## src/gds_pkg.sv

```systemverilog
// Shared constants and types for the gate drive sequencer.
// Assumes a single 100 MHz clock and a synchronous active-high reset.
package gds_pkg;

  // Clock and structure
  localparam int CLK_PERIOD_NS = 10;
  localparam int NUM_PH = 3;
  localparam int CNT_W = 12;
  localparam int ADR_W = 8;

  // Input deglitch window, least time so round up
  localparam int DGL_TIME_NS = 50;
  localparam int DGL_CYC = (DGL_TIME_NS + CLK_PERIOD_NS - 1) / CLK_PERIOD_NS;
  localparam int DGL_W = 4;

  // Drive, dead and overcurrent deglitch times
  localparam int DRIVE_TIME_NS = 4000;
  localparam int DEAD_TIME_NS = 100;
  localparam int OCP_DEG_TIME_NS = 4000;
  localparam logic [CNT_W-1:0] DRIVE_RST =
    CNT_W'((DRIVE_TIME_NS + CLK_PERIOD_NS - 1) / CLK_PERIOD_NS);
  localparam logic [CNT_W-1:0] DEAD_RST =
    CNT_W'((DEAD_TIME_NS + CLK_PERIOD_NS - 1) / CLK_PERIOD_NS);
  localparam logic [CNT_W-1:0] OCP_DEG_RST =
    CNT_W'((OCP_DEG_TIME_NS + CLK_PERIOD_NS - 1) / CLK_PERIOD_NS);

  // Register byte offsets
  localparam logic [ADR_W-1:0] OFS_CTRL = 8'h00;
  localparam logic [ADR_W-1:0] OFS_DRIVE = 8'h04;
  localparam logic [ADR_W-1:0] OFS_DEAD = 8'h08;
  localparam logic [ADR_W-1:0] OFS_OCP = 8'h0c;
  localparam logic [ADR_W-1:0] OFS_CFG = 8'h10;
  localparam logic [ADR_W-1:0] OFS_STATUS = 8'h14;
  localparam logic [ADR_W-1:0] OFS_MASK = 8'h18;
  localparam logic [ADR_W-1:0] OFS_STATE = 8'h1c;

  // Control fields
  localparam int CTRL_DEAD_EN_BIT = 0;
  localparam int CTRL_LOW_SIDE_REF_SELECT_BIT = 1;
  localparam logic [1:0] CTRL_RST = 2'h0;

  // Configuration fields
  localparam int CFG_DRIVE_CURRENT_SETTING_LSB = 0;
  localparam int CFG_TRIP_LSB = 4;
  localparam int CFG_GAIN_LSB = 8;
  localparam logic [9:0] CFG_RST = 10'h000;

  // Status layout: gate faults low, overcurrent high
  localparam int ST_GF_LSB = 0;
  localparam int ST_OC_LSB = 3;
  localparam int ST_W = 6;
  localparam logic [ST_W-1:0] STATUS_RST = 6'h00;
  localparam logic [ST_W-1:0] MASK_RST = 6'h00;

  // Level decode limits
  localparam logic [2:0] SEVEN_MAX = 3'h6;
  localparam logic [3:0] TRIP_MAX = 4'hf;

  // Commanded side of a half-bridge
  localparam logic [1:0] SIDE_OFF = 2'h0;
  localparam logic [1:0] SIDE_HS = 2'h1;
  localparam logic [1:0] SIDE_LS = 2'h2;

  typedef enum logic [2:0] {
    ST_IDLE,
    ST_OFF,
    ST_DEAD,
    ST_ON,
    ST_HOLD
  } gds_state_t;

endpackage

```

## src/gds_deglitch.sv

```systemverilog
// Input deglitch filter for the PWM command inputs.
// Assumes inputs already synchronous to clk_i.
`timescale 1ns/1ns
module gds_deglitch #(
  parameter int W = 6
) (
  // Clock and reset
  input wire logic clk_i,
  input wire logic rst_i,
  // Raw and filtered levels
  input wire logic [W-1:0] raw_i,
  output logic [W-1:0] clean_o
);

  genvar b;
  generate
    for (b = 0; b < W; b++) begin : g_bit
      logic clean_reg, clean_next;
      logic [gds_pkg::DGL_W-1:0] cnt_reg, cnt_next;

      // Level must stand for the whole window before it passes
      always_comb begin
        clean_next = clean_reg;
        cnt_next = '0;
        if (raw_i[b] != clean_reg) begin
          if (cnt_reg == gds_pkg::DGL_W'(gds_pkg::DGL_CYC - 1)) begin
            clean_next = raw_i[b];
          end else begin
            cnt_next = cnt_reg + 1'b1;
          end
        end
      end

      always_ff @(posedge clk_i) begin
        if (rst_i) begin
          clean_reg <= 1'b0;
          cnt_reg <= '0;
        end else begin
          clean_reg <= clean_next;
          cnt_reg <= cnt_next;
        end
      end

      assign clean_o[b] = clean_reg;
    end
  endgenerate

endmodule

```

## src/gds_sequencer.sv

```systemverilog
// Three half-bridge gate drive sequencer with a Wishbone register slave.
// Assumes gate-source and drain-source comparators arrive synchronous
// to clk_i; hardware-configured parts strap hw_mode_i high.
//
// The implementer's own choices: register access over Wishbone and the placing of the registers.
`timescale 1ns/1ns

module gds_sequencer (
  // Clock and reset
  input wire logic clk_i,
  input wire logic rst_i,
  // Wishbone slave
  input wire logic wb_cyc_i,
  input wire logic wb_stb_i,
  input wire logic wb_we_i,
  input wire logic [gds_pkg::ADR_W-1:0] wb_adr_i,
  input wire logic [3:0] wb_sel_i,
  input wire logic [31:0] wb_dat_i,
  output logic [31:0] wb_dat_o,
  output logic wb_ack_o,
  // PWM commands from the controller
  input wire logic [2:0] high_side_pwm_input_i,
  input wire logic [2:0] low_side_pwm_input_i,
  // Gate-source monitors, high when gate above threshold
  input wire logic [2:0] hs_vgs_on_i,
  input wire logic [2:0] ls_vgs_on_i,
  // Drain-source trip comparators
  input wire logic [2:0] hs_drain_switch_trip_i,
  input wire logic [2:0] ls_switch_sense_pos_trip_i,
  input wire logic [2:0] ls_switch_sense_neg_trip_i,
  // Variant strap and configuration pin levels
  input wire logic hw_mode_i,
  input wire logic [1:0] amplifier_gain_level_i,
  input wire logic [2:0] drive_current_level_i,
  input wire logic [2:0] trip_threshold_pin_level_i,
  // Gate drive controls
  output logic [2:0] hs_gate_on_o,
  output logic [2:0] ls_gate_on_o,
  output logic [2:0] hs_strong_pulldown_o,
  output logic [2:0] ls_strong_pulldown_o,
  output logic [2:0] drive_current_active_o,
  // Analog settings
  output logic [3:0] drive_current_setting_o,
  output logic [3:0] overcurrent_trip_threshold_o,
  output logic [1:0] amplifier_gain_o,
  // Fault indications and interrupt
  output logic [2:0] gate_fault_o,
  output logic [2:0] overcurrent_o,
  output logic irq_o
);

  // Seven-level pin: top code is not a valid level, clamp it
  function automatic logic [2:0] decode_seven(input logic [2:0] lvl);
    decode_seven = (lvl > gds_pkg::SEVEN_MAX) ? gds_pkg::SEVEN_MAX : lvl;
  endfunction

  // Byte-lane merge for a write
  function automatic logic [31:0] merge(input logic [31:0] old,
                                        input logic [31:0] nw,
                                        input logic [3:0] sel);
    logic [31:0] r;
    r = old;
    for (int i = 0; i < 4; i++) begin
      if (sel[i]) begin
        r[8*i +: 8] = nw[8*i +: 8];
      end
    end
    merge = r;
  endfunction

  logic [2:0] pwm_hs;
  logic [2:0] pwm_ls;

  // Deglitched commands
  gds_deglitch #(
    .W(6)
  ) u_dgl (
    .clk_i(clk_i),
    .rst_i(rst_i),
    .raw_i({low_side_pwm_input_i, high_side_pwm_input_i}),
    .clean_o({pwm_ls, pwm_hs})
  );

  // Register state
  logic [1:0] ctrl_reg, ctrl_next;
  logic [gds_pkg::CNT_W-1:0] drive_reg, drive_next;
  logic [gds_pkg::CNT_W-1:0] dead_reg, dead_next;
  logic [gds_pkg::CNT_W-1:0] ocpdeg_reg, ocpdeg_next;
  logic [9:0] cfg_reg, cfg_next;
  logic [gds_pkg::ST_W-1:0] status_reg, status_next;
  logic [gds_pkg::ST_W-1:0] mask_reg, mask_next;
  logic ack_reg, ack_next;
  logic [31:0] rdat_reg, rdat_next;
  logic irq_reg, irq_next;
  logic [3:0] idrv_reg, idrv_next;
  logic [3:0] trip_reg, trip_next;
  logic [1:0] gain_reg, gain_next;

  // Per-bridge results gathered for the register file
  logic [2:0] gf_evt;
  logic [2:0] oc_evt;
  logic [2:0] oc_flag;
  logic [2:0] drv_act;

  // Settings actually in force for the variant
  logic [gds_pkg::CNT_W-1:0] drive_len;
  logic [gds_pkg::CNT_W-1:0] dead_len;
  logic [gds_pkg::CNT_W-1:0] ocp_len;
  logic dead_en;
  logic low_side_ref_select_neg;
  logic wr_hit;
  logic rd_req;

  // Zero drive setting would skip the check; treat it as one cycle
  assign drive_len = (drive_reg == '0) ? gds_pkg::CNT_W'(1) : drive_reg;
  assign dead_len = dead_reg;
  assign dead_en = ~hw_mode_i & ctrl_reg[gds_pkg::CTRL_DEAD_EN_BIT];
  assign ocp_len = hw_mode_i ? gds_pkg::OCP_DEG_RST : ocpdeg_reg;
  assign low_side_ref_select_neg = ~hw_mode_i & ctrl_reg[gds_pkg::CTRL_LOW_SIDE_REF_SELECT_BIT];
  assign rd_req = wb_cyc_i & wb_stb_i & ~ack_reg;
  // Writes commit on the edge that sees ack high
  assign wr_hit = wb_cyc_i & wb_stb_i & wb_we_i & ack_reg;

  // Register file next state and read mux
  always_comb begin
    ctrl_next = ctrl_reg;
    drive_next = drive_reg;
    dead_next = dead_reg;
    ocpdeg_next = ocpdeg_reg;
    cfg_next = cfg_reg;
    mask_next = mask_reg;
    status_next = status_reg;
    ack_next = rd_req;
    rdat_next = rdat_reg;
    if (wr_hit) begin
      case (wb_adr_i)
        gds_pkg::OFS_CTRL: ctrl_next = 2'(merge(32'(ctrl_reg), wb_dat_i,
                                                wb_sel_i));
        gds_pkg::OFS_DRIVE: drive_next = 12'(merge(32'(drive_reg), wb_dat_i,
                                                   wb_sel_i));
        gds_pkg::OFS_DEAD: dead_next = 12'(merge(32'(dead_reg), wb_dat_i,
                                                 wb_sel_i));
        gds_pkg::OFS_OCP: ocpdeg_next = 12'(merge(32'(ocpdeg_reg), wb_dat_i,
                                                  wb_sel_i));
        gds_pkg::OFS_CFG: cfg_next = 10'(merge(32'(cfg_reg), wb_dat_i,
                                               wb_sel_i));
        gds_pkg::OFS_MASK: mask_next = 6'(merge(32'(mask_reg), wb_dat_i,
                                                wb_sel_i));
        gds_pkg::OFS_STATUS: begin
          if (wb_sel_i[0]) begin
            status_next = status_reg & ~wb_dat_i[5:0];
          end
        end
        default: begin
        end
      endcase
    end
    // Set wins over a clear in the same cycle
    status_next = status_next | {oc_evt, gf_evt};
    if (rd_req) begin
      case (wb_adr_i)
        gds_pkg::OFS_CTRL: rdat_next = 32'(ctrl_reg);
        gds_pkg::OFS_DRIVE: rdat_next = 32'(drive_reg);
        gds_pkg::OFS_DEAD: rdat_next = 32'(dead_reg);
        gds_pkg::OFS_OCP: rdat_next = 32'(ocpdeg_reg);
        gds_pkg::OFS_CFG: rdat_next = 32'(cfg_reg);
        gds_pkg::OFS_STATUS: rdat_next = 32'(status_reg);
        gds_pkg::OFS_MASK: rdat_next = 32'(mask_reg);
        gds_pkg::OFS_STATE: rdat_next = 32'({oc_flag, drv_act,
                                              ls_gate_on_o, hs_gate_on_o});
        default: rdat_next = 32'h0000_0000; // Unmapped reads zero
      endcase
    end
    irq_next = |(status_next & mask_next);
  end

  // Analog setting selection, pins or registers by variant
  always_comb begin
    if (hw_mode_i) begin
      gain_next = amplifier_gain_level_i;
      idrv_next = {1'b0, decode_seven(drive_current_level_i)};
      trip_next = {1'b0, decode_seven(trip_threshold_pin_level_i)};
    end else begin
      gain_next = cfg_reg[gds_pkg::CFG_GAIN_LSB +: 2];
      idrv_next = cfg_reg[gds_pkg::CFG_DRIVE_CURRENT_SETTING_LSB +: 4];
      trip_next = cfg_reg[gds_pkg::CFG_TRIP_LSB +: 4];
      if (trip_next > gds_pkg::TRIP_MAX) begin
        trip_next = gds_pkg::TRIP_MAX;
      end
    end
  end

  always_ff @(posedge clk_i) begin
    if (rst_i) begin
      ctrl_reg <= gds_pkg::CTRL_RST;
      drive_reg <= gds_pkg::DRIVE_RST;
      dead_reg <= gds_pkg::DEAD_RST;
      ocpdeg_reg <= gds_pkg::OCP_DEG_RST;
      cfg_reg <= gds_pkg::CFG_RST;
      status_reg <= gds_pkg::STATUS_RST;
      mask_reg <= gds_pkg::MASK_RST;
      ack_reg <= 1'b0;
      rdat_reg <= 32'h0000_0000;
      irq_reg <= 1'b0;
      idrv_reg <= 4'h0;
      trip_reg <= 4'h0;
      gain_reg <= 2'h0;
    end else begin
      ctrl_reg <= ctrl_next;
      drive_reg <= drive_next;
      dead_reg <= dead_next;
      ocpdeg_reg <= ocpdeg_next;
      cfg_reg <= cfg_next;
      status_reg <= status_next;
      mask_reg <= mask_next;
      ack_reg <= ack_next;
      rdat_reg <= rdat_next;
      irq_reg <= irq_next;
      idrv_reg <= idrv_next;
      trip_reg <= trip_next;
      gain_reg <= gain_next;
    end
  end

  assign wb_ack_o = ack_reg;
  assign wb_dat_o = rdat_reg;
  assign irq_o = irq_reg;
  assign drive_current_setting_o = idrv_reg;
  assign overcurrent_trip_threshold_o = trip_reg;
  assign amplifier_gain_o = gain_reg;
  assign gate_fault_o = status_reg[gds_pkg::ST_GF_LSB +: 3];
  assign overcurrent_o = oc_flag;

  genvar p;
  generate
    for (p = 0; p < gds_pkg::NUM_PH; p++) begin : g_ph
      gds_pkg::gds_state_t state_reg, state_next;
      logic [gds_pkg::CNT_W-1:0] cnt_reg, cnt_next;
      logic [1:0] tgt_reg, tgt_next;
      logic hs_reg, hs_next, ls_reg, ls_next;
      logic hpd_reg, hpd_next, lpd_reg, lpd_next;
      logic drv_reg, drv_next;
      logic gf_reg, gf_next;
      logic [gds_pkg::CNT_W:0] oc_cnt_reg, oc_cnt_next;
      logic ocf_reg, ocf_next;
      logic oce_reg, oce_next;
      logic [1:0] cmd;
      logic start_on;
      logic trip_now;

      // Both commands high means both off
      assign cmd = (pwm_hs[p] & ~pwm_ls[p]) ? gds_pkg::SIDE_HS :
                   (pwm_ls[p] & ~pwm_hs[p]) ? gds_pkg::SIDE_LS :
                   gds_pkg::SIDE_OFF;

      // Sequencing: off, handshake, dead time, drive, hold
      always_comb begin
        state_next = state_reg;
        cnt_next = cnt_reg;
        tgt_next = tgt_reg;
        hs_next = hs_reg;
        ls_next = ls_reg;
        hpd_next = hpd_reg;
        lpd_next = lpd_reg;
        drv_next = drv_reg;
        gf_next = 1'b0;
        start_on = 1'b0;
        if (cmd != tgt_reg) begin
          // Abandon any interval, drop the gate now
          tgt_next = cmd;
          hs_next = 1'b0;
          ls_next = 1'b0;
          cnt_next = '0;
          drv_next = hs_reg | ls_reg;
          hpd_next = ls_reg;
          lpd_next = hs_reg;
          state_next = gds_pkg::ST_OFF;
        end else begin
          case (state_reg)
            gds_pkg::ST_OFF: begin
              if (drv_reg) begin
                cnt_next = cnt_reg + 1'b1;
                if (cnt_reg == drive_len - 1'b1) begin
                  drv_next = 1'b0;
                  hpd_next = 1'b0;
                  lpd_next = 1'b0;
                  gf_next = hs_vgs_on_i[p] | ls_vgs_on_i[p];
                end
              end
              // Wait as long as the monitors need
              if (!hs_vgs_on_i[p] && !ls_vgs_on_i[p]) begin
                drv_next = 1'b0;
                hpd_next = 1'b0;
                lpd_next = 1'b0;
                cnt_next = '0;
                if (tgt_reg == gds_pkg::SIDE_OFF) begin
                  state_next = gds_pkg::ST_IDLE;
                end else if (dead_en && dead_len != '0) begin
                  state_next = gds_pkg::ST_DEAD;
                end else begin
                  start_on = 1'b1;
                end
              end
            end
            gds_pkg::ST_DEAD: begin
              cnt_next = cnt_reg + 1'b1;
              if (cnt_reg == dead_len - 1'b1) begin
                start_on = 1'b1;
              end
            end
            gds_pkg::ST_ON: begin
              cnt_next = cnt_reg + 1'b1;
              if (cnt_reg == drive_len - 1'b1) begin
                drv_next = 1'b0;
                hpd_next = 1'b0;
                lpd_next = 1'b0;
                gf_next = (tgt_reg == gds_pkg::SIDE_HS) ?
                          ~hs_vgs_on_i[p] : ~ls_vgs_on_i[p];
                state_next = gds_pkg::ST_HOLD;
              end
            end
            gds_pkg::ST_IDLE, gds_pkg::ST_HOLD: begin
            end
            default: state_next = gds_pkg::ST_IDLE;
          endcase
          if (start_on) begin
            // Only one side ever selected by the target code
            hs_next = (tgt_reg == gds_pkg::SIDE_HS);
            ls_next = (tgt_reg == gds_pkg::SIDE_LS);
            hpd_next = (tgt_reg == gds_pkg::SIDE_LS);
            lpd_next = (tgt_reg == gds_pkg::SIDE_HS);
            drv_next = 1'b1;
            cnt_next = '0;
            state_next = gds_pkg::ST_ON;
          end
        end
      end

      // Overcurrent deglitch on the enabled transistor
      always_comb begin
        trip_now = (hs_reg & hs_drain_switch_trip_i[p]) |
                   (ls_reg & (low_side_ref_select_neg ? ls_switch_sense_neg_trip_i[p] :
                              ls_switch_sense_pos_trip_i[p]));
        oc_cnt_next = '0;
        if (trip_now) begin
          oc_cnt_next = (oc_cnt_reg > {1'b0, ocp_len}) ? oc_cnt_reg :
                        oc_cnt_reg + 1'b1;
        end
        ocf_next = trip_now && (oc_cnt_reg >= {1'b0, ocp_len});
        oce_next = ocf_next & ~ocf_reg;
      end

      always_ff @(posedge clk_i) begin
        if (rst_i) begin
          state_reg <= gds_pkg::ST_IDLE;
          cnt_reg <= '0;
          tgt_reg <= gds_pkg::SIDE_OFF;
          hs_reg <= 1'b0;
          ls_reg <= 1'b0;
          hpd_reg <= 1'b0;
          lpd_reg <= 1'b0;
          drv_reg <= 1'b0;
          gf_reg <= 1'b0;
          oc_cnt_reg <= '0;
          ocf_reg <= 1'b0;
          oce_reg <= 1'b0;
        end else begin
          state_reg <= state_next;
          cnt_reg <= cnt_next;
          tgt_reg <= tgt_next;
          hs_reg <= hs_next;
          ls_reg <= ls_next;
          hpd_reg <= hpd_next;
          lpd_reg <= lpd_next;
          drv_reg <= drv_next;
          gf_reg <= gf_next;
          oc_cnt_reg <= oc_cnt_next;
          ocf_reg <= ocf_next;
          oce_reg <= oce_next;
        end
      end

      assign hs_gate_on_o[p] = hs_reg;
      assign ls_gate_on_o[p] = ls_reg;
      assign hs_strong_pulldown_o[p] = hpd_reg;
      assign ls_strong_pulldown_o[p] = lpd_reg;
      assign drive_current_active_o[p] = drv_reg;
      assign drv_act[p] = drv_reg;
      assign gf_evt[p] = gf_reg;
      assign oc_evt[p] = oce_reg;
      assign oc_flag[p] = ocf_reg;
    end
  endgenerate

endmodule

```

## config.mk

```make
export PLATFORM = sky130hd
export DESIGN_NAME = gds_sequencer
export DESIGN_NICKNAME = d
export VERILOG_FILES = /design/src/gds_pkg.sv /design/src/gds_deglitch.sv /design/src/gds_sequencer.sv
export SDC_FILE = /design/constraint.sdc
export NUM_CORES = 1
export LEC_CHECK = 0
export BUFFER_PORTS_ARGS = -buffer_cell sky130_fd_sc_hd__clkbuf_2
export CORE_MARGIN = 2
export CORE_UTILIZATION = 62
export CTS_BUF_LIST = sky130_fd_sc_hd__clkbuf_4 sky130_fd_sc_hd__clkbuf_8
export CTS_CLUSTER_DIAMETER = 120
export DETAILED_ROUTE_END_ITERATION = 16
export PLACE_DENSITY = 0.91
export SLEW_MARGIN = 20
export SYNTH_ARGS = -nofsm -noshare
export SYNTH_HDL_FRONTEND = slang
export SYNTH_HIERARCHICAL = 1
export SYNTH_SLANG_ARGS = --single-unit
export TNS_END_PERCENT = 20
```

## constraint.sdc

```tcl
create_clock -name clk_i -period 4.5 [get_ports clk_i]
set_clock_uncertainty 0.15 [all_clocks]
set_input_delay 0.45 -clock clk_i [delete_from_list [all_inputs] [get_ports clk_i]]
set_output_delay 0.45 -clock clk_i [all_outputs]
set_load 0.05 [all_outputs]
```

---- Word-level counts from Yosys, hierarchy flattened ----
Cells that the tools add are included.
storage, ports and cells
  register bits ........................... 248
  input port bits ......................... 79
  output and inout bits ................... 65
  logic and storage cells ................. 468
cells by class
  add/sub/neg operators ................... 14
  order comparisons ....................... 9
  equality and inequality tests ........... 85
  muxes and demuxes ....................... 140
  bitwise logic cells ..................... 63
  reduce and logical (&&, ||, !) cells .... 84
operators by type and width
  cell                   number
  $mux 12                8
  $pmux 12 s8            1
  $mux 1                 79
  $eq 12x12->1           6
  $pmux 12 s2            3
  $mux 3                 14
  $add 13x1->13 const B  3
  $ge 13x12->1           3
  $gt 13x12->1           3
  $add 12x1->12 const B  3
  $mux 6                 6
  $ne 3x3->1 const B     12
  $ne 4x4->1 const B     9
  $reduce_and 4->1       9
  $reduce_or 3->1        12
  $eq 8x5->1 const B     4
  $ne 5x5->1 const B     6
  $pmux 1 s2             15
  $reduce_and 2->1       15
  $not 1->1              29
  $pmux 3 s3             3
  $reduce_and 3->1       9
  $add 4x1->4 const B    6
  $eq 4x3->1 const B     6
  33 further kinds       131

---- Logic depth before layout (Yosys ltp) ----
Gate-level depths: netlist of the first run.
  depth in word-level cells ............... 10
  mapped depth ............................ 15
  gate-level depth less buffers ........... 12

---- Cells and area by module ----
Netlist of the first run, hierarchy kept.
modules (own cells, without submodules)
  module         times used  cells each  area an instance (µm²)  seq. area each (µm²)
  gds_sequencer  1           1519        12155.4                 3963.8
  gds_deglitch   1           139         1348.8                  600.6

---- Worst setup path before layout of the first run ----
Ideal clock, no wire load.
  kind .................................... flip-flop to flip-flop
  start point ............................. register drive_reg[10] in the netlist's numbering
  end point ............................... register g_ph[2].drv_reg
  library setup time ...................... 0.070 ns
  arrival time ............................ 3.677 ns
  data required time ...................... 4.280 ns
  slack ................................... 0.603 ns
  stages on the path, launching flop included .. 16
  path buffers ............................ 3
  period minus slack after synthesis ...... 3.897 ns
  path through ............................ dfxtp_1 -> clkbuf_1 -> nor4_2 -> nand4_1 -> nor2b_4 -> ha_1 -> or3b_2 -> clkbuf_1 -> nor2_1 -> a21oi_1 -> a221o_1 -> or4_1 -> or3_1 -> buf_2 -> a211o_1 -> a21oi_1
between the ends
  word-level cells in the longest chain between the ends .. 10
  elaborated cells between the ends (all ways) .. 12
  classes of those cells .................. 1 x add/sub; 2 x eq/ne; 7 x mux; 2 x reduce/logical
ends and longest elaborated chain
  what                    line                                        text
  start, declared         gds_sequencer.sv:86                         logic [gds_pkg::CNT_W-1:0] drive_reg, drive_next;
  start signal, assigned  gds_sequencer.sv:196                        drive_reg <= gds_pkg::DRIVE_RST;
  start signal, assigned  gds_sequencer.sv:210                        drive_reg <= drive_next;
  $logic_not 12->1        gds_sequencer.sv:115                        assign drive_len = (drive_reg == '0) ? gds_pkg::CNT_W'(1) : drive_reg;
  $mux 12 (*)             gds_sequencer.sv:115
  $sub 12x1->12 (*)       gds_sequencer.sv:283, gds_sequencer.sv:313
  $eq 12x12->1 (*)        gds_sequencer.sv:283, gds_sequencer.sv:313
  $mux 1                  gds_sequencer.sv:283                        if (cnt_reg == drive_len - 1'b1) begin
  $mux 1                  gds_sequencer.sv:281                        if (drv_reg) begin
  $mux 1                  gds_sequencer.sv:291                        if (!hs_vgs_on_i[p] && !ls_vgs_on_i[p]) begin
  $pmux 1 s2              gds_sequencer.sv:279                        case (state_reg)
  $mux 1                  gds_sequencer.sv:326                        if (start_on) begin
  $mux 1                  gds_sequencer.sv:268                        if (cmd != tgt_reg) begin
  end signal, assigned    gds_sequencer.sv:375                        drv_reg <= drv_next;
  end, declared           gds_sequencer.sv:242                        logic drv_reg, drv_next;
Mark *: on every way between the ends. The rest lies on a longest branch, timed or not.
A chain may end at the register's enable or synchronous reset.

---- Final worst setup path of the first run ----
  start point ............................. register drive_reg[6] in the netlist's numbering
  end point ............................... register g_ph[1].lpd_reg
between the ends
  word-level cells in the longest chain between the ends .. 10
ends and longest elaborated chain
  what                     line                                        text
  $logic_not 12->1         gds_sequencer.sv:115
  $mux 12 (*)              gds_sequencer.sv:115
  $sub 12x1->12 (*)        gds_sequencer.sv:283, gds_sequencer.sv:313
  $eq 12x12->1 (*)         gds_sequencer.sv:283, gds_sequencer.sv:313
  $mux 1 (*)               --
  $mux 1 (2 in a row)      --
  $pmux 1 s2 (*)           --
  $mux 1 (*) (2 in a row)  --
  end signal, assigned     gds_sequencer.sv:374                        lpd_reg <= lpd_next;
  end, declared            gds_sequencer.sv:241                        logic hpd_reg, hpd_next, lpd_reg, lpd_next;
Mark *: on every way between the ends. The rest lies on a longest branch, timed or not. The select of a mux whose other input is x is not followed.

==> results of run 1 <==
## what timing repair did
item / 4_1_cts / 5_1_grt
setup endpoints to repair: 0 / 1
hold buffers: 2 / 0
hold endpoints to repair: 2 / 0
## layer usage
metal / up-vias / track usage, % / wire [um]
met2: 677 / 51.5 / 16700
met4: 2 / 13.4 / 1560
li1: 5889 / - / -
met5: - / 0 / 9
met3: 125 / 6.59 / 4030
met1: 5857 / 44.3 / 15400
## power by group
group          internal [W]  switching [W]
combinational     0.0000524       0.000145
sequential          0.00203      0.0000107
clock               0.00111       0.000841
## stage by stage
step	hold WS (ps)	cell area [sq um]	setup WS (ps)	total power [W]	std cells
floorplan	274	13600	603	0.00222	1677
global placement	290	13900	374	0.00227	1939
detailed placement	306	13900	369	0.00228	1939
CTS	5.84	14700	351	0.00420	2006
global route	22.3	14700	29.7	0.00431	2006
finish	10.9	14700	378	0.00419	2006
## cell type report
class                      count  area (sq um)
fill                        1668          6490
multi-input combinational   1260          8110
clock inverter                 7          70.1
sequential                   228          4560
tap                          275           344
inverter                      51           191
clock buffer                  58           742
timing repair buffer         127           708
## synthesized netlist by cell type, drive strengths merged (6+ instances only)
master	count
nor3b	6
nand2b	13
or3	21
dfxtp	228
nand3b	6
inv	51
buf	67
and3	14
and4	8
xor2	41
o31ai	12
xnor3	13
o21a	12
a31oi	6
nor2b	24
and3b	7
a21oi	110
a22oi	38
nand3	85
or2	10
nand2	173
a222oi	6
nor4	17
nand4	20
ha	56
mux2i	30
o21ai	27
or4	18
clkbuf	71
nor2	203
and2	14
a211oi	21
a21o	9
xnor2	84
nor3	41
## tightest hold or removal path, cell delays in order
cell and delay, ps:
clkbuf_2 90, mux2i_1 60, nor2_1 70
## cells by family after synthesis
logic type / share of synthesized area (%)
AND/OR/NAND/NOR: 25.3
AO/OA/AOI/OAI: 16.0
flip-flops: 33.8
buffers and inverters: 6.87
XOR/XNOR: 10.3
adder cells (fa/ha/maj): 5.26
multiplexers: 2.47
other: 0.0278
## path summary, 6_finish.rpt
check | start | endpoint | slack (ps) | depth (start not counted)
worst max-delay path | drive_reg[6] | g_ph[1].lpd_reg | 380 | 11
worst min-delay path | drive_current_level_i[2] | drive_current_setting_o[2] | 10 | 3
worst max register to register | drive_reg[6] | g_ph[1].lpd_reg | 380 | 11
worst min register to register | u_dgl/g_bit[3].cnt_reg[0] | u_dgl/g_bit[3].cnt_reg[0] | 320 | 1
## placed cells by master (no fill, tap or decap), types with 38 or more instances in the layout
master    count
dfxtp_1     228
nor2_1      203
nand2_1     173
a21oi_1     110
clkbuf_2    100
nand3_1      85
xnor2_1      84
ha_1         56
inv_1        51
clkbuf_8     49
xor2_1       41
nor3_1       38
a22oi_1      38
==> qor.txt, run 1 <==
RSZ-0062 raised after global routing - false
I/O Pins - 144
setup tns final - 0 ps
Power Density - 284 nW/um^2
iteration-0 DRC count of the detailed router - 1504
Least-Margin Pin Slew - 1070 ps
H-tree depth - 2
DR vias/cell - 6.26
vias in the first global route - 11744
post-synth top area share - 33.8%
Worst Setup Start Kind - flip-flop
syn avg cell area - 8.14 sq um
largest area contributor in the netlist - dfxtp_1
Placer Congestion - 0.980
crit-path cells - nor4_4, nand4_1, nor2b_4, ha_1, xnor2_1, a221o_1, a2111oi_0, o2111ai_1, or4_1, and4_1, o221a_2
Synth area leaders - dfxtp_1 (34%), nor2_1 (5.6%), xnor2_1 (5.4%)
VDD IR max - 0.000222 V
CTS Buffer Depth - 3
Critical Path Slowest Stage Cell - or4_1
Pre-Repair DR Iteration Count - 6
type of the setup path with the least slack - flip-flop to flip-flop
hpwl dp - 27500 um
TritonCTS clock tree - built
worst skew pair latency - 550 ps
initial antenna violation count - 1
arrival time at the worst endpoint - 4400 ps
outcome - complete, no violations
Chip Height - 152 um
Crit. End Element - flip-flop
antenna-violating nets left - 0
Worst Path Max Fanout - 8
final setup vio count - 0
max reg flops - 39
Synth-to-Final Area Change - 9.09%
hold violation count in the final report - 0
FF+latch count, synth - 228
fin crit share - 91.6%
cts bufs inserted - 38
first-pass GRT wire length - 60200 um
CTS resizes - 0
DRC - 0
via count - 12550
CTS root buffer - clkbuf_8
clock tree sinks - 228
Pins Over Slew Limit - 0
fraction of registers with async set/reset - 0%
end-of-flow core utilization - 69.4%
count of cell types in the netlist - 84
Leak - 5.57 nW
Die Wd - 152 um
final WL - 37700 um
postcts setup bufs - 0
Core Footprint - 21200 sq um
port buffer count - 101
sequential area share after synthesis - 33.8%
Mapped Cells - 1658
Cell Area, Synth - 13500 sq um
Most used DFF post-synth - dfxtp_1
Initial Utilization - 63.6%
Inserted Diodes - 0
Total Routing Usage GR - 32.8%
largest net degree at the start of global routing - 92
WP buf/inv - 0
maxcap violations - 0
fmax - 243 MHz
Die ar. - 23000 sq um
Row Count - 53
Synth Warn # - 6
Worst slew margin - 28.1%
Clock transition at path regs - 60 ps
Crit path required time - 4780 ps
grt ovf - 0
cell family with most CP delay - simple AND/OR/NAND/NOR gates
fin nets - 1841
Crit path largest cell delay - 730 ps
per-cell routed wire length - 18.8 um
Hold Path Class - primary input to flip-flop
Final Critical Period - 4120 ps
share of layout cells above drive strength 1 - 13.5%
number of synthesized flops with an enable pin - 0
No activity file was read; power rests on OpenSTA's default activity.
==> inputs of run 2 (changes only) <==
--- a/config.mk
+++ b/config.mk
@@ -5,13 +5,14 @@
 export SDC_FILE = /design/constraint.sdc
 export NUM_CORES = 1
 export LEC_CHECK = 0
+export ABC_AREA = 1
 export BUFFER_PORTS_ARGS = -buffer_cell sky130_fd_sc_hd__clkbuf_2
 export CORE_MARGIN = 2
-export CORE_UTILIZATION = 62
+export CORE_UTILIZATION = 53
 export CTS_BUF_LIST = sky130_fd_sc_hd__clkbuf_4 sky130_fd_sc_hd__clkbuf_8
 export CTS_CLUSTER_DIAMETER = 120
 export DETAILED_ROUTE_END_ITERATION = 16
-export PLACE_DENSITY = 0.91
+export PLACE_DENSITY = 0.81
 export SLEW_MARGIN = 20
 export SYNTH_ARGS = -nofsm -noshare
 export SYNTH_HDL_FRONTEND = slang
==> qor.txt, run 2 <==
most common cell after layout, fill and taps aside - nand2_1 (was dfxtp_1)
number of synthesized flops with an enable pin - 0 (unchanged)
Pre-Repair DR Iteration Count - 6 (unchanged)
Synth Warn # - 6 (unchanged)
Crit path required time - 4780 ps (about the same)
setup tns final - 0 ps (unchanged)
worst skew pair latency - 560 ps (was 550 ps)
crit-path cells - inv_2, ha_1, nand2_1, nor2_2, nand2_1, nand2_1, nand2_1, inv_1, o21ai_0, nor2_1, nand4_1, nand2_2, inv_2, nand3_1, a211oi_2 (was nor4_4, nand4_1, nor2b_4, ha_1, xnor2_1, a221o_1, a2111oi_0, o2111ai_1, or4_1, and4_1, o221a_2)
largest net degree at the start of global routing - 62 (was 92)
sequential area share after synthesis - 33.0% (was 33.8%)
CTS Buffer Depth - 3 (unchanged)
DR vias/cell - 5.50 (was 6.26)
worst hold stages - 3 (unchanged)
CP most frequent cell - nand2_1
Worst Setup Start Kind - flip-flop (unchanged)
iteration-0 DRC count of the detailed router - 1286 (was 1504)
Die Wd - 166 um (was 152 um)
hold violation count in the final report - 0 (unchanged)
Cell Area, Synth - 13800 sq um (was 13500 sq um)
port buffer count - 101 (unchanged)
via count - 14093 (was 12550)
arrival time at the worst endpoint - 3650 ps (was 4400 ps)
H-tree depth - 2 (unchanged)
filler instances - 2441 (was 1668)
Crit. End Element - flip-flop (unchanged)
TritonCTS clock tree - built (unchanged)
final setup vio count - 0 (unchanged)
initial antenna violation count - 0 (was 1)
largest area contributor in the netlist - dfxtp_1 (unchanged)
reg-to-reg critical path startpoint - dead_len[0] (was drive_reg[6])
Synth area leaders - dfxtp_1 (33%), nand2_1 (13%), inv_1 (7.8%) (was dfxtp_1 (34%), nor2_1 (5.6%), xnor2_1 (5.4%))
VDD IR max - 0.000191 V (was 0.000222 V)
Pins Over Slew Limit - 0 (unchanged)
hpwl dp - 31800 um (was 27500 um)
Post-synth top cells - nand2_1 (469), inv_1 (287), nor2_1 (277) (was dfxtp_1 (228), nor2_1 (203), nand2_1 (173))
fin nets - 2333 (was 1841)
hold path start - high_side_pwm_input_i[1] (was drive_current_level_i[2])
R2R setup slack - 1140 ps (was 380 ps)
grt ovf - 0 (unchanged)
syn avg cell area - 6.60 sq um (was 8.14 sq um)
top-count cell post-synth - nand2_1 (was dfxtp_1)
pre-CTS setup slack - 1220 ps (was 369 ps)
DRC - 0 (unchanged)
Mapped Cells - 2099 (was 1658)
Worst slew margin - 45.4% (was 28.1%)
Die ar. - 27400 sq um (was 23000 sq um)
Least-Margin Pin Slew - 818 ps (was 1070 ps)
vias in the first global route - 13134 (was 11744)
maxcap violations - 0 (unchanged)
postcts setup bufs - 0 (unchanged)
share of layout cells above drive strength 1 - 12.7% (was 13.5%)
Crit path largest cell delay - 560 ps (was 730 ps)
RSZ-0062 raised after global routing - false (unchanged)
final WL - 41200 um (was 37700 um)
cts bufs inserted - 39 (was 38)
fmax - 297 MHz (was 243 MHz)
Worst Hold Slack - 21.5 ps (was 10.9 ps)
outcome - complete, no violations (unchanged)
first-pass GRT wire length - 65600 um (was 60200 um)
R2R cell count - 15 (was 11)
Hold Path Class - primary input to flip-flop (unchanged)
antenna-violating nets left - 0 (unchanged)
type of the setup path with the least slack - flip-flop to flip-flop (unchanged)
Total Routing Usage GR - 29.1% (was 32.8%)
Synth-to-Final Area Change - 10.4% (was 9.09%)
Critical Path Slowest Stage Cell - dfxtp_1 (was or4_1)
clock tree sinks - 228 (unchanged)
Chip Height - 166 um (was 152 um)
Placer Congestion - 1.05 (was 0.980)
Final Critical Period - 3360 ps (was 4120 ps)
count of cell types in the netlist - 56 (was 84)
Most used DFF post-synth - dfxtp_1 (unchanged)
per-cell routed wire length - 16.1 um (was 18.8 um)
Row Count - 59 (was 53)
Clock transition at path regs - 60 ps (about the same)
FF+latch count, synth - 228 (unchanged)
fraction of registers with async set/reset - 0% (unchanged)
Leak - 6.52 nW (was 5.57 nW)
Inserted Diodes - 0 (unchanged)
FF-to-FF End - g_ph[0].cnt_reg[4] (was g_ph[1].lpd_reg)
Initial Utilization - 53.6% (was 63.6%)
WHS Endpoint - u_dgl/g_bit[1].clean_reg (was drive_current_setting_o[2])
commonest cells after routing, fill and taps aside - nand2_1 (469), inv_1 (287), nor2_1 (277), dfxtp_1 (228), a21oi_1 (152) (was dfxtp_1 (228), nor2_1 (203), nand2_1 (173), a21oi_1 (110), clkbuf_2 (100))
post-synth top area share - 33.0% (was 33.8%)
Power Density - 278 nW/um^2 (was 284 nW/um^2)
fin crit share - 74.8% (was 91.6%)
I/O Pins - 144 (unchanged)
CTS root buffer - clkbuf_8 (unchanged)
max reg flops - 39 (unchanged)
Core Footprint - 25800 sq um (was 21200 sq um)
final setup margin - 1140 ps (was 378 ps)
Worst Path Max Fanout - 11 (was 8)
==> run 2: cells by family (layout without fill, tap and decap cells) <==
group                      after synthesis  after routing  share of synthesized area, %
DFF                                    228            228                          33.0
adders and majority gates               56             56                          5.06
AOI/OAI and AO/OA                      327            327                          13.2
buffers and inverters                  375            483                          11.5
other                                    1             20                        0.0271
and+or+nand+nor                       1071           1071                          34.5
xor gates and xnor gates                41             41                          2.65
==> run 2: cell type report <==
class	count	area [sq um]	share of cell area, %
Inverter	304	1140	7.46
Clock buffer	65	788	5.16
Clock inverter	4	37.5	0.246
Sequential cell	228	4560	29.9
Timing Repair Buffer	110	581	3.80
Tap cell	335	419	2.74
Multi-Input combinational cell	1515	7760	50.7
==> run 2: through the flow <==
stage / total power [W] / cells / utilization [%] / instance area (sq um)
floorplan: 0.00225 / 2118 / - / 13900
global placement: 0.00229 / 2489 / 55.9 / 14400
detailed placement: 0.00230 / 2489 / 55.9 / 14400
CTS: 0.00428 / 2561 / 59.2 / 15300
global route: 0.00439 / 2561 / 59.2 / 15300
finish: 0.00425 / 2561 / 59.2 / 15300
==> run 2: routing by layer <==
| layer | track usage [%] | part of all wire (%) |
|---|---|---|
| met5 | 0 | 0 |
| met4 | 12.7 | 4.2 |
| met1 | 37.3 | 42 |
| met3 | 7.38 | 9.3 |
| met2 | 46.6 | 45 |
==> run 2: worst max path at each step <==
stage,from,endpoint,slack [ps],cells past startpoint
2_1_floorplan,hw_mode_i,g_ph[1].oc_cnt_reg[8],1440,16
3_3_place_gp,hw_mode_i,g_ph[0].oc_cnt_reg[2],1330,15
3_5_place_dp,hw_mode_i,g_ph[0].oc_cnt_reg[2],1220,15
4_1_cts,drive_reg[3],g_ph[2].state_reg[1],1240,19
5_1_grt,drive_reg[3],g_ph[2].drv_reg,910,18
6_report,dead_len[0],g_ph[0].cnt_reg[4],1140,15
==> run 2: what timing repair did <==
item,CTS,global route
gates resized for setup,0,0
hold endpoints to repair,3,0
hold buffers,3,0
==> run 2: power breakdown <==
| group | switching, W | internal, W |
|---|---|---|
| combinational | 0.000165 | 0.0000533 |
| sequential | 0.0000118 | 0.00203 |
| clock | 0.000883 | 0.00111 |
| total | 0.00106 | 0.00319 |
==> run 2: worst max-delay path: cells and delay by family (launching register included) <==
family | cells | cell delay [ps]
AOI/OAI and AO/OA | 2 | 460
adders and majority gates | 1 | 280
buffers and inverters | 3 | 460
DFF | 1 | 560
and+or+nand+nor | 9 | 1330
